$ cat src/rtl/fcs_params.svh
// offsets, field positions, codes, reset values and timing counts of the command logic
`ifndef FCS_PARAMS_SVH
`define FCS_PARAMS_SVH
`define FCS_OFF_STATUS 12'h000
`define FCS_OFF_CMD 12'h004
`define FCS_OFF_DATA 12'h008
`define FCS_OFF_CFG 12'h00c
`define FCS_OFF_SEC 12'h010
`define FCS_BIT_CBEF 7
`define FCS_BIT_CCF 6
`define FCS_BIT_PVIOL 5
`define FCS_BIT_ACCERR 4
`define FCS_BIT_BLANK 2
`define FCS_CFG_DIVSET 0
`define FCS_CFG_KEY_WRITE_SELECT 5
`define FCS_CFG_PROTEN 6
`define FCS_CMD_BLANK 8'h05
`define FCS_CMD_BYTE 8'h20
`define FCS_CMD_BURST 8'h25
`define FCS_CMD_PAGE 8'h40
`define FCS_CMD_MASS 8'h41
`define FCS_KEY_LO 16'hffb0
`define FCS_KEY_HI 16'hffb7
`define FCS_SEC_UNSEC 2'h2
`define FCS_SEC_RESET 2'h0
`define FCS_RST_CMD 8'h00
`define FCS_RST_PROT_BASE 16'hfe00
`define FCS_DIV_CYCLES 8'h08
`define FCS_PROG_TICKS 8'h0a
`define FCS_ERASE_TICKS 8'h28
`define FCS_BLANK_TICKS 8'h14
`endif

$ cat src/rtl/fcs_pkg.sv
// types of the flash command and status logic
package fcs_pkg;
  typedef enum logic [2:0] {
    FCS_SEQ_IDLE = 3'h1,
    FCS_SEQ_DATA = 3'h2,
    FCS_SEQ_CMD = 3'h4
  } fcs_seq_t;

  typedef struct packed {
    logic [7:0] div;
    logic [7:0] cnt;
    logic busy;
    logic done;
  } fcs_tmr_t;

  typedef struct packed {
    fcs_seq_t seq;
    logic cbef;
    logic ccf;
    logic pviol;
    logic accerr;
    logic blank;
    logic [7:0] cmd;
    logic [15:0] addr;
    logic [7:0] data;
    logic buf_valid;
    logic [7:0] buf_cmd;
    logic [15:0] buf_addr;
    logic [7:0] buf_data;
    logic [7:0] run_cmd;
    logic cfg_div;
    logic cfg_key;
    logic cfg_prot;
    logic [15:0] prot_base;
    logic [1:0] sec;
    logic op_start;
    logic [7:0] op_cmd;
    logic [15:0] op_addr;
    logic [7:0] op_data;
    logic pready;
    logic pslverr;
    logic [31:0] prdata;
    logic stop_s1;
    logic stop_s2;
    logic blank_s1;
    logic blank_s2;
  } fcs_state_t;
endpackage

$ cat src/rtl/fcs_flash_cmd.sv
// flash command launch, buffering and status flags behind an apb slave
`timescale 1ns/1ps
`include "fcs_params.svh"
module fcs_flash_cmd
  import fcs_pkg::*;
(
  // apb clock and reset
  input wire logic pclk,
  input wire logic presetn,
  // apb slave
  input wire logic psel,
  input wire logic penable,
  input wire logic pwrite,
  input wire logic [11:0] paddr,
  input wire logic [31:0] pwdata,
  output logic [31:0] prdata,
  output logic pready,
  output logic pslverr,
  // device pins
  input wire logic stop_req,
  input wire logic array_blank,
  // array operation request and security state
  output logic op_start,
  output logic [7:0] op_cmd,
  output logic [15:0] op_addr,
  output logic [7:0] op_data,
  output logic [1:0] security_state
);
  fcs_state_t st_ff;
  fcs_state_t nxt_st;
  logic busy;
  logic done;
  logic access;
  logic wr;
  logic rd_phase;
  logic mapped;
  logic launch;
  logic accept;
  logic legal;
  logic is_pe;
  logic prot_hit;
  logic seq_err;
  logic stop_err;
  logic [7:0] status_rd;

  fcs_op_timer u_timer (
    .pclk(pclk),
    .presetn(presetn),
    .start(st_ff.op_start),
    .abort(stop_err),
    .kind(st_ff.op_cmd),
    .busy(busy),
    .done(done)
  );

  // apb: first access cycle raises pready, the edge after it completes the transfer
  assign access = psel && penable && st_ff.pready;
  assign rd_phase = psel && penable && !st_ff.pready;
  assign wr = access && pwrite;
  assign mapped = (paddr == `FCS_OFF_STATUS) || (paddr == `FCS_OFF_CMD) ||
    (paddr == `FCS_OFF_DATA) || (paddr == `FCS_OFF_CFG) || (paddr == `FCS_OFF_SEC);

  // decode of the five codes; everything else is illegal
  always_comb
  begin
    case (st_ff.cmd)
      `FCS_CMD_BLANK, `FCS_CMD_BYTE, `FCS_CMD_BURST: legal = 1'b1;
      `FCS_CMD_PAGE, `FCS_CMD_MASS: legal = 1'b1;
      default: legal = 1'b0;
    endcase
  end

  assign is_pe = legal && (st_ff.cmd != `FCS_CMD_BLANK);
  assign prot_hit = is_pe && st_ff.cfg_prot &&
    ((st_ff.cmd == `FCS_CMD_MASS) || (st_ff.addr >= st_ff.prot_base));
  assign launch = wr && (paddr == `FCS_OFF_STATUS) && pwdata[`FCS_BIT_CBEF];
  // buffer must be empty, and a running command only admits a queued burst
  assign seq_err = (st_ff.seq != FCS_SEQ_CMD) || !legal || !st_ff.cbef ||
    (is_pe && !st_ff.cfg_div) || ((busy || st_ff.op_start) &&
    (st_ff.cmd != `FCS_CMD_BURST));
  assign accept = launch && !seq_err && !prot_hit;
  assign stop_err = st_ff.stop_s2 && (busy || st_ff.buf_valid || st_ff.op_start);

  assign status_rd = {st_ff.cbef, st_ff.ccf, st_ff.pviol, st_ff.accerr,
    1'b0, st_ff.blank, 2'b00};

  always_comb
  begin
    nxt_st = st_ff;
    nxt_st.stop_s1 = stop_req;
    nxt_st.stop_s2 = st_ff.stop_s1;
    nxt_st.blank_s1 = array_blank;
    nxt_st.blank_s2 = st_ff.blank_s1;
    nxt_st.op_start = 1'b0;
    nxt_st.pready = rd_phase;
    if (rd_phase)
    begin
      nxt_st.pslverr = !mapped;
      case (paddr)
        `FCS_OFF_STATUS: nxt_st.prdata = {24'h000000, status_rd};
        `FCS_OFF_CMD: nxt_st.prdata = {24'h000000, st_ff.cmd};
        `FCS_OFF_DATA: nxt_st.prdata = {8'h00, st_ff.addr, st_ff.data};
        `FCS_OFF_CFG: nxt_st.prdata = {st_ff.prot_base, 9'h000, st_ff.cfg_prot,
          st_ff.cfg_key, 4'h0, st_ff.cfg_div};
        `FCS_OFF_SEC: nxt_st.prdata = {30'h00000000, st_ff.sec};
        default: nxt_st.prdata = 32'h00000000;
      endcase
    end
    // write-1 clears first, so a hardware set in the same cycle wins
    if (wr && (paddr == `FCS_OFF_STATUS))
    begin
      if (pwdata[`FCS_BIT_PVIOL])
      begin
        nxt_st.pviol = 1'b0;
      end
      if (pwdata[`FCS_BIT_ACCERR])
      begin
        nxt_st.accerr = 1'b0;
      end
    end
    if (wr && (paddr == `FCS_OFF_CFG))
    begin
      nxt_st.cfg_div = pwdata[`FCS_CFG_DIVSET];
      nxt_st.cfg_key = pwdata[`FCS_CFG_KEY_WRITE_SELECT];
      nxt_st.cfg_prot = pwdata[`FCS_CFG_PROTEN];
      nxt_st.prot_base = pwdata[31:16];
    end
    // array data write opens a sequence from idle, otherwise flags accerr, unless it is a key comparison write
    if (wr && (paddr == `FCS_OFF_DATA) && !(st_ff.cfg_key &&
      (pwdata[23:8] >= `FCS_KEY_LO) && (pwdata[23:8] <= `FCS_KEY_HI)))
    begin
      case (st_ff.seq)
        FCS_SEQ_IDLE:
        begin
          nxt_st.addr = pwdata[23:8];
          nxt_st.data = pwdata[7:0];
          nxt_st.seq = FCS_SEQ_DATA;
        end
        default:
        begin
          nxt_st.accerr = 1'b1;
          nxt_st.seq = FCS_SEQ_IDLE;
        end
      endcase
    end
    if (wr && (paddr == `FCS_OFF_CMD))
    begin
      nxt_st.cmd = pwdata[7:0];
      case (st_ff.seq)
        FCS_SEQ_DATA: nxt_st.seq = FCS_SEQ_CMD;
        default:
        begin
          nxt_st.accerr = 1'b1;
          nxt_st.seq = FCS_SEQ_IDLE;
        end
      endcase
    end
    if (launch)
    begin
      nxt_st.seq = FCS_SEQ_IDLE;
      if (seq_err)
      begin
        nxt_st.accerr = 1'b1;
      end
      else if (prot_hit)
      begin
        nxt_st.pviol = 1'b1;
      end
      else
      begin
        nxt_st.cbef = 1'b0;
        nxt_st.blank = 1'b0;
        nxt_st.buf_valid = 1'b1;
        nxt_st.buf_cmd = st_ff.cmd;
        nxt_st.buf_addr = st_ff.addr;
        nxt_st.buf_data = st_ff.data;
      end
    end
    // hand the buffered command to the array once it is free
    if (st_ff.buf_valid && !busy && !st_ff.op_start && !stop_err)
    begin
      nxt_st.buf_valid = 1'b0;
      nxt_st.cbef = 1'b1;
      nxt_st.op_start = 1'b1;
      nxt_st.op_cmd = st_ff.buf_cmd;
      nxt_st.op_addr = st_ff.buf_addr;
      nxt_st.op_data = st_ff.buf_data;
      nxt_st.run_cmd = st_ff.buf_cmd;
    end
    if (done && (st_ff.run_cmd == `FCS_CMD_BLANK))
    begin
      nxt_st.blank = st_ff.blank_s2;
      if (st_ff.blank_s2)
      begin
        nxt_st.sec = `FCS_SEC_UNSEC;
      end
    end
    // stop mode mid-command aborts everything pending
    if (stop_err)
    begin
      nxt_st.accerr = 1'b1;
      nxt_st.buf_valid = 1'b0;
      nxt_st.cbef = 1'b1;
      nxt_st.op_start = 1'b0;
    end
    // a command handed over last cycle has not raised the timer busy yet
    nxt_st.ccf = nxt_st.cbef && !nxt_st.buf_valid && !nxt_st.op_start &&
      (!st_ff.op_start || stop_err) && (!busy || stop_err || done);
    if (accept)
    begin
      nxt_st.ccf = 1'b0;
    end
  end

  always_ff @(posedge pclk or negedge presetn)
  begin
    if (!presetn)
    begin
      st_ff <= '0;
      st_ff.seq <= FCS_SEQ_IDLE;
      st_ff.cbef <= 1'b1;
      st_ff.ccf <= 1'b1;
      st_ff.cmd <= `FCS_RST_CMD;
      st_ff.prot_base <= `FCS_RST_PROT_BASE;
      st_ff.sec <= `FCS_SEC_RESET;
    end
    else
    begin
      st_ff <= nxt_st;
    end
  end

  assign prdata = st_ff.prdata;
  assign pready = st_ff.pready;
  assign pslverr = st_ff.pslverr;
  assign op_start = st_ff.op_start;
  assign op_cmd = st_ff.op_cmd;
  assign op_addr = st_ff.op_addr;
  assign op_data = st_ff.op_data;
  assign security_state = st_ff.sec;

  a_launch_cbef: assert property (@(posedge pclk) disable iff (!presetn)
    accept |=> !st_ff.cbef) else $error("buffer empty flag not cleared by launch");
  a_buf_burst: assert property (@(posedge pclk) disable iff (!presetn)
    (st_ff.buf_valid && busy) |-> (st_ff.buf_cmd == `FCS_CMD_BURST))
    else $error("non-burst command queued behind a running one");
  a_ccf_launch: assert property (@(posedge pclk) disable iff (!presetn)
    accept |=> !st_ff.ccf ##1 !st_ff.ccf) else $error("complete flag stayed set");
  a_ccf_idle: assert property (@(posedge pclk) disable iff (!presetn)
    (st_ff.cbef && !st_ff.buf_valid && !busy && !st_ff.op_start && !accept) |=> st_ff.ccf)
    else $error("complete flag not set when idle");
  a_pviol_set: assert property (@(posedge pclk) disable iff (!presetn)
    (launch && !seq_err && prot_hit) |=> (st_ff.pviol && !st_ff.buf_valid))
    else $error("protected command not flagged or not dropped");
  a_accerr_set: assert property (@(posedge pclk) disable iff (!presetn)
    (launch && !legal) |=> (st_ff.accerr && !st_ff.op_start && !st_ff.buf_valid))
    else $error("illegal code did not raise access error");
  a_accerr_hold: assert property (@(posedge pclk) disable iff (!presetn)
    (st_ff.accerr && wr && (paddr == `FCS_OFF_STATUS) && !pwdata[`FCS_BIT_ACCERR])
    |=> st_ff.accerr) else $error("access error cleared by write of 0");
  a_blank_clr: assert property (@(posedge pclk) disable iff (!presetn)
    accept |=> !st_ff.blank) else $error("blank flag not cleared by launch");
  a_sec_unlock: assert property (@(posedge pclk) disable iff (!presetn)
    (done && (st_ff.run_cmd == `FCS_CMD_BLANK) && st_ff.blank_s2)
    |=> (st_ff.blank && (st_ff.sec == `FCS_SEC_UNSEC)))
    else $error("successful blank check did not unlock");
  a_rsvd_zero: assert property (@(posedge pclk) disable iff (!presetn)
    ($rose(st_ff.pready) && ($past(paddr) == `FCS_OFF_STATUS))
    |-> (st_ff.prdata[3] == 1'b0 && st_ff.prdata[1:0] == 2'b00))
    else $error("reserved status bits read nonzero");
endmodule

$ cat src/rtl/fcs_op_timer.sv
// array operation timer paced by a divided clock enable
`timescale 1ns/1ps
`include "fcs_params.svh"
module fcs_op_timer
  import fcs_pkg::*;
(
  // clock and reset
  input wire logic pclk,
  input wire logic presetn,
  // control
  input wire logic start,
  input wire logic abort,
  input wire logic [7:0] kind,
  // status
  output logic busy,
  output logic done
);
  fcs_tmr_t st_ff;
  fcs_tmr_t nxt_st;
  logic tick;

  assign tick = (st_ff.div == 8'h00);

  always_comb
  begin
    nxt_st = st_ff;
    nxt_st.done = 1'b0;
    nxt_st.div = tick ? (`FCS_DIV_CYCLES - 8'h01) : (st_ff.div - 8'h01);
    if (abort)
    begin
      nxt_st.busy = 1'b0;
    end
    else if (start)
    begin
      nxt_st.busy = 1'b1;
      case (kind)
        `FCS_CMD_BLANK: nxt_st.cnt = `FCS_BLANK_TICKS;
        `FCS_CMD_PAGE, `FCS_CMD_MASS: nxt_st.cnt = `FCS_ERASE_TICKS;
        default: nxt_st.cnt = `FCS_PROG_TICKS;
      endcase
    end
    else if (st_ff.busy && tick)
    begin
      if (st_ff.cnt == 8'h01)
      begin
        nxt_st.busy = 1'b0;
        nxt_st.done = 1'b1;
      end
      nxt_st.cnt = st_ff.cnt - 8'h01;
    end
  end

  always_ff @(posedge pclk or negedge presetn)
  begin
    if (!presetn)
    begin
      st_ff <= '0;
    end
    else
    begin
      st_ff <= nxt_st;
    end
  end

  assign busy = st_ff.busy;
  assign done = st_ff.done;
endmodule

$ cat config.mk
export PLATFORM = sky130hd
export DESIGN_NAME = fcs_flash_cmd
export DESIGN_NICKNAME = d
export VERILOG_FILES = /design/src/rtl/fcs_pkg.sv /design/src/rtl/fcs_flash_cmd.sv /design/src/rtl/fcs_op_timer.sv
export VERILOG_INCLUDE_DIRS = /design/src /design/src/rtl
export SDC_FILE = /design/constraint.sdc
export NUM_CORES = 1
export LEC_CHECK = 0
export BUFFER_PORTS_ARGS = -buffer_cell sky130_fd_sc_hd__buf_2
export CORE_AREA = 5 5 116 145
export DETAILED_ROUTE_END_ITERATION = 12
export DIE_AREA = 0 0 121 150
export PLACE_DENSITY = 0.77
export SLEW_MARGIN = 20
export SYNTH_ARGS = -nofsm -noshare
export SYNTH_HDL_FRONTEND = slang
export SYNTH_SLANG_ARGS = --single-unit
$ cat constraint.sdc
create_clock -name pclk -period 3 [get_ports pclk]
set_input_delay 0.6 -clock pclk [delete_from_list [all_inputs] [get_ports pclk]]
set_output_delay 0.6 -clock pclk [all_outputs]
set_load 0.005 [all_outputs]
# [Word-level counts from Yosys, hierarchy flattened]
# Cells that the tools add are included.
# Widths: inputs -> output; s select.
[totals] reg_bits=182 inputBits=51
[op_classes] add_sub_neg=2 order_cmp=3 n_eq_ne=20 muxes=42 bitwise=3 n_reduce_logical=72
[ops] operator="$pmux 32 s5" count=1
[ops] operator="$mux 33" count=4
[ops] operator="$eq 8x7->1 const B" count=4
[ops] operator="$logic_and 1x1->1" count=29
[ops] operator="$mux 1" count=25
[ops] operator="$eq 12x4->1 const B" count=2
[ops] operator="$eq 8x3->1 const B" count=2
[ops] operator="$eq 8x6->1 const B" count=2
[ops] operator="$ge 16x16->1" count=1
[ops] operator="$ge 16x16->1 const B" count=1
[ops] operator="$le 16x16->1 const B" count=1
[ops] operator="$sub 8x1->8 const B" count=2
[ops] operator="$logic_or 1x1->1" count=15
[ops] operator="$logic_not 1->1" count=13
[ops] operator="$eq 12x3->1 const B" count=1
[ops] operator="$eq 12x5->1 const B" count=1
[ops] operator="$logic_not 12->1" count=1
[ops] operator="$mux 3" count=4
[ops] operator="$pmux 6 s2" count=1
[ops] operator="$mux 10" count=1
[ops] operator="$mux 9" count=1
[ops] operator="$reduce_bool 3->1" count=3
[ops] operator="$eq 8x1->1 const B" count=1
[ops] operator="$logic_not 8->1" count=1
[ops] operator="other kinds (15)" count=25

# [Longest topological paths before layout]
[logic_depth] word_depth=18 depth_mapped=9 mapped_depth_nobuf=8

# [Modules after synthesis]
# A second synthesis with hierarchy kept.
[unflattened] cells_unflattened=735 hier_area_um2=8739.6
[by_module_without_submodules] mod="fcs_flash_cmd" n_inst=1 cells_each=634 area_each_um2=7704.9 seq_area_each_um2=4116.4
[by_module_without_submodules] mod="fcs_op_timer" n_inst=1 cells_each=101 area_each_um2=1034.7 seq_area_each_um2=450.4

# [Least setup slack after synthesis]
# No wires, ideal clock.
[synth_timing] kind="input to register" from="in paddr[9]" to="reg st_ff[105] (netlist bit)" setup_ns=0.125 t_arrival_ns=2.598 slack_ns=0.278 cell_stages=7 path_buffers=1 cell_sequence="or4_4 -> nor4_4 -> and2_1 -> nand4_1 -> nor2_4 -> buf_6 -> mux2_2"
[synth_via] elab_chain_len=4
[synth_lines] item="start: declaration" line="fcs_flash_cmd.sv:14" source="input wire logic [11:0] paddr,"
[synth_lines] item="$logic_not 12->1"
[synth_lines] item="$logic_and 1x1->1 (2 in series)" line="fcs_flash_cmd.sv:76" source="assign launch = wr && (paddr == `FCS_OFF_STATUS) && pwdata[`FCS_BIT_CBEF];"
[synth_lines] item="$reduce_and 3->1 (no source line)"
[synth_lines] item="end signal: assignment" line="fcs_flash_cmd.sv:229" source="st_ff <= nxt_st;"
[synth_lines] item="end: declaration" line="fcs_flash_cmd.sv:29" source="fcs_state_t st_ff;"
# Every way passes these cells.
# A chain may end at the register's enable or synchronous reset.

# [Worst setup path in the final report]
[layout_timing] from="reg st_ff[86] (netlist bit)" to="reg st_ff[130] (netlist bit)"
[layout_via] elab_chain_len=5
[layout_lines] item="$ge 16x16->1" line="fcs_flash_cmd.sv:75" source="((st_ff.cmd == `FCS_CMD_MASS) || (st_ff.addr >= st_ff.prot_base));"
[layout_lines] item="$logic_or 1x1->1" line="fcs_flash_cmd.sv:75"
[layout_lines] item="$logic_and 1x1->1" line="fcs_flash_cmd.sv:74" source="assign prot_hit = is_pe && st_ff.cfg_prot &&"
[layout_lines] item="$not 1->1 (no source line)"
[layout_lines] item="$reduce_and 3->1 (no source line)"
# Every way passes these cells.

==> metrics.md <==
| Metric | Value |
|---|---|
| Avg Cell Area, Syn | 10.5 um^2 |
| Die area | 18200 um^2 |
| Min Hold Slack | 155 ps |
| Met1 usage | 26.3% |
| Switching share of total power | 21.4% |
| Tightest Hold Check Type | in -> async |
| CP max FO | 35 |
| Vias per cell | 5.47 |
| WP data required | 3310 ps |
| Mux cell area share after synthesis | 8.84% |
| CP endpoint kind | flip-flop |
| CTS tree | done |
| First-pass detailed-route iteration total | 6 |
| Final Cycle Share | 89.1% |
| FP Rows | 51 |
| Global-route usage over all layers | 22.7% |
| Routed via count | 5970 |
| Wirelength, routed | 19600 um |
| Startpoint types | flip-flop |
| Final hold vios | 0 |
| Post-synthesis simple-gate area fraction | 16.6% |
| Slew @ Worst Pin | 933 ps |
| Synth-to-Final Area Change | 11.8% |
| Sequential cell area fraction in the yosys report | 53.8% |
| Number of flops mapped to enable cells by yosys | 0 |
| Setup TNS | 0 ps |
| Synth Area in Compound Gates | 8.53% |
| Initial antenna violation count | 2 |
| Routed WL per cell | 18.0 um |
| Resize count post-CTS | 0 |
| Vias in the first global route | 6189 |
| H-tree levels | 4 |
| Root buffer cell | clkbuf_16 |
| Die height | 150 um |
| Final ANT Viol Nets | 0 |
| Final setup vio count | 0 |
| MaxCap Viol Count | 0 |
| Die Wd | 121 um |
| Post-Synth Adder-Cell Area | 2.95% |
| Buf/Inv on CP | 3 |
| Post-Synthesis Cells | 805 |
| CP peak stage delay | 530 ps |
| Leakage | 0.00506 uW |
| Most common cell after layout, fill and taps aside | nand2_1 |
| Global-route wire length before repair | 31800 um |
| Synthesized area | 8480 um^2 |
| DPL Wire Length | 14200 um |
| CP arrival | 2990 ps |
| Initial Util | 55.2% |
| Largest net degree at the start of global routing | 64 |
| CTS Hold Bufs | 0 |
| GRT overflow | 0 |
| Clk pwr share | 46.0% |
| Clock Latency Late Sink | 430 ps |
| CTS Buffer Depth | 2 |
| Share of cells above drive strength 1 | 28.7% |
| Tmin final | 2670 ps |
| Result of the run | finished clean |
| Net Count, Synth | 876 |
| Total CTS buffers | 17 |
| Peak VDD IR | 368 uV |
| Core Footprint | 15400 um^2 |
| Warnings, synthesis | 0 |
| Main combinational cell family by area after synthesis | simple AND/OR/NAND/NOR gates |
| Worst slew margin | 37.8% |
| Combinational power share | 2.8% |
| Xor/xnor cell area share of the yosys netlist | 0.310% |
| Clock Skews | 7.60 ps |
| RR Startpoint | st_ff[86]$_DFFE_PN1P_ |
| GR Layer Usage met2 | 40.8% |
| Reg power frac | 51.2% |
| Nets | 938 |
| N_diodes | 0 |
| Netlist cell types | 63 |
| Top delay family on crit path | simple AND/OR/NAND/NOR gates |
| Pwr Density | 507 nW/um^2 |
| Port-buffer cells | 118 |
| Post-CTS Setup Inserts | 0 |
| Post-synth top flop | dfrtp_1 |
| Most Used Layer, Global Route | met2 |
| Most frequent cells in the layout | 181 x nand2_1, 172 x dfrtp_1, 117 x buf_2 |
| Clk slew on worst S/H paths | 70 ps |
| Asr flop ratio synth | 100% |
| DR DRC count | 0 |
| Max Slew Vio Count | 0 |
| Met3 Resource Use GR | 4.27% |
| Internal power | 3780 uW |
| Register bit total from synthesis | 182 |
| Starting DRT DRC Count | 341 |
| CTS sink count | 182 |
| Critical Path, Cell by Cell | inv_1 > ha_1 > nand4_1 > or3_1 > o31a_1 > a31oi_1 > buf_4 > nor2_4 > buf_12 > mux2_1 |
| Crit-path slowest cell | dfstp_2 |
| Gpl congestion | 0.904 |
| # IOs | 120 |
| Crit path launch | st_ff[86]$_DFFE_PN1P_ |
| CP Class | reg -> reg |
| P_sw | 1030 uW |
| F_max | 374 MHz |
| RSZ-0062 raised after global routing | false |
## power groups by stage
stage / combinational (uW) / clock, uW / sequential [uW]
after global routing: 153 / 2340 / 2460
after floorplan: 28.4 / 0 / 2510
final: 134 / 2210 / 2460
after detailed placement: 137 / 0 / 2510
after global placement: 136 / 0 / 2510
after CTS: 138 / 2240 / 2460
## flip-flops by register name, summed over array words and instances (netlist names)
register	cells
pslverr	1
u_timer.busy	1
op_start	1
prdata	32
pready	1
security_state	1
st_ff	94
u_timer.st_ff	16
op_data	8
u_timer.done	1
nxt_st	2
op_addr	16
op_cmd	8
## area by class of cell
type	instances	area, um^2
Fill cell	1276	5900
Tap cell	212	265
Clock buffer	22	464
Clock inverter	10	118
Sequential cell	182	4570
Inverter	28	105
Timing Repair Buffer	138	797
Multi-Input combinational cell	500	3170
## synth_stat cells (6+ instances only)
| library cell | instances | share of area [%] |
|---|---|---|
| inv_1 | 27 | 1.2 |
| ha_1 | 20 | 3.0 |
| clkbuf_1 | 16 | 0.71 |
| a21oi_1 | 16 | 0.94 |
| nand4_1 | 8 | 0.59 |
| nor2_1 | 11 | 0.49 |
| nor2b_1 | 8 | 0.59 |
| or3_1 | 6 | 0.44 |
| o21ai_0 | 52 | 3.1 |
| nor3_1 | 17 | 1.0 |
| mux2_2 | 62 | 8.2 |
| nand3_1 | 22 | 1.3 |
| a22oi_1 | 10 | 0.89 |
| buf_2 | 6 | 0.35 |
| nand2b_1 | 8 | 0.59 |
| dfstp_2 | 10 | 3.1 |
| buf_4 | 68 | 6.0 |
| dfrtp_1 | 172 | 51 |
| nand2_1 | 181 | 8.0 |
## worst register-to-register path, delay by kind of cell (launching register included)
| family | cells | cell delay (ps) |
|---|---|---|
| flip-flops | 1 | 530 |
| multiplexers | 1 | 330 |
| adder cells (fa/ha/maj) | 1 | 300 |
| buffers and inverters | 3 | 400 |
| AO/OA/AOI/OAI | 2 | 390 |
| AND/OR/NAND/NOR | 3 | 620 |
## routing by layer
layer,share of wire (%),vias up
met5,0.14,-
met4,3.3,4
met3,4.2,46
met2,54,146
met1,38,2965
li1,-,2809
## final timing paths
path                                          end  slack (ps)  cells past startpoint
min reg2reg                    st_ff[2]$_DFF_PN0_         350                      0
max in group asynchronous   st_ff[87]$_DFFE_PN1P_        2060                      2
max reg2reg                st_ff[130]$_DFFE_PN0P_         330                     10
min                           nxt_st[2]$_DFF_PN0_         160                      1
min in group pclk             nxt_st[2]$_DFF_PN0_         280                      1
max                        st_ff[130]$_DFFE_PN0P_         330                     10
## per-stage QoR
stage               setup slack, ps  util (%)  instance area [um^2]  power, uW  instances
floorplan                       278         -                  8480       2530        805
detailed placement              200      57.9                  8900       2640       1060
CTS                             316      61.7                  9480       4840       1092
finish                          326      61.7                  9480       4810       1092
global route                    108      61.7                  9480       4960       1092
global placement                236      57.9                  8900       2640       1060
## cells by family (layout without fill, tap and decap cells)
kind of cell | Yosys count | after routing
compound gates | 116 | 116
xor+xnor | 3 | 3
fa+ha+maj | 20 | 20
buf+inv | 123 | 198
flops | 182 | 182
mux | 67 | 67
other cells | 1 | 1
simple gates | 293 | 293
No activity file was read; power rests on OpenSTA's default activity.
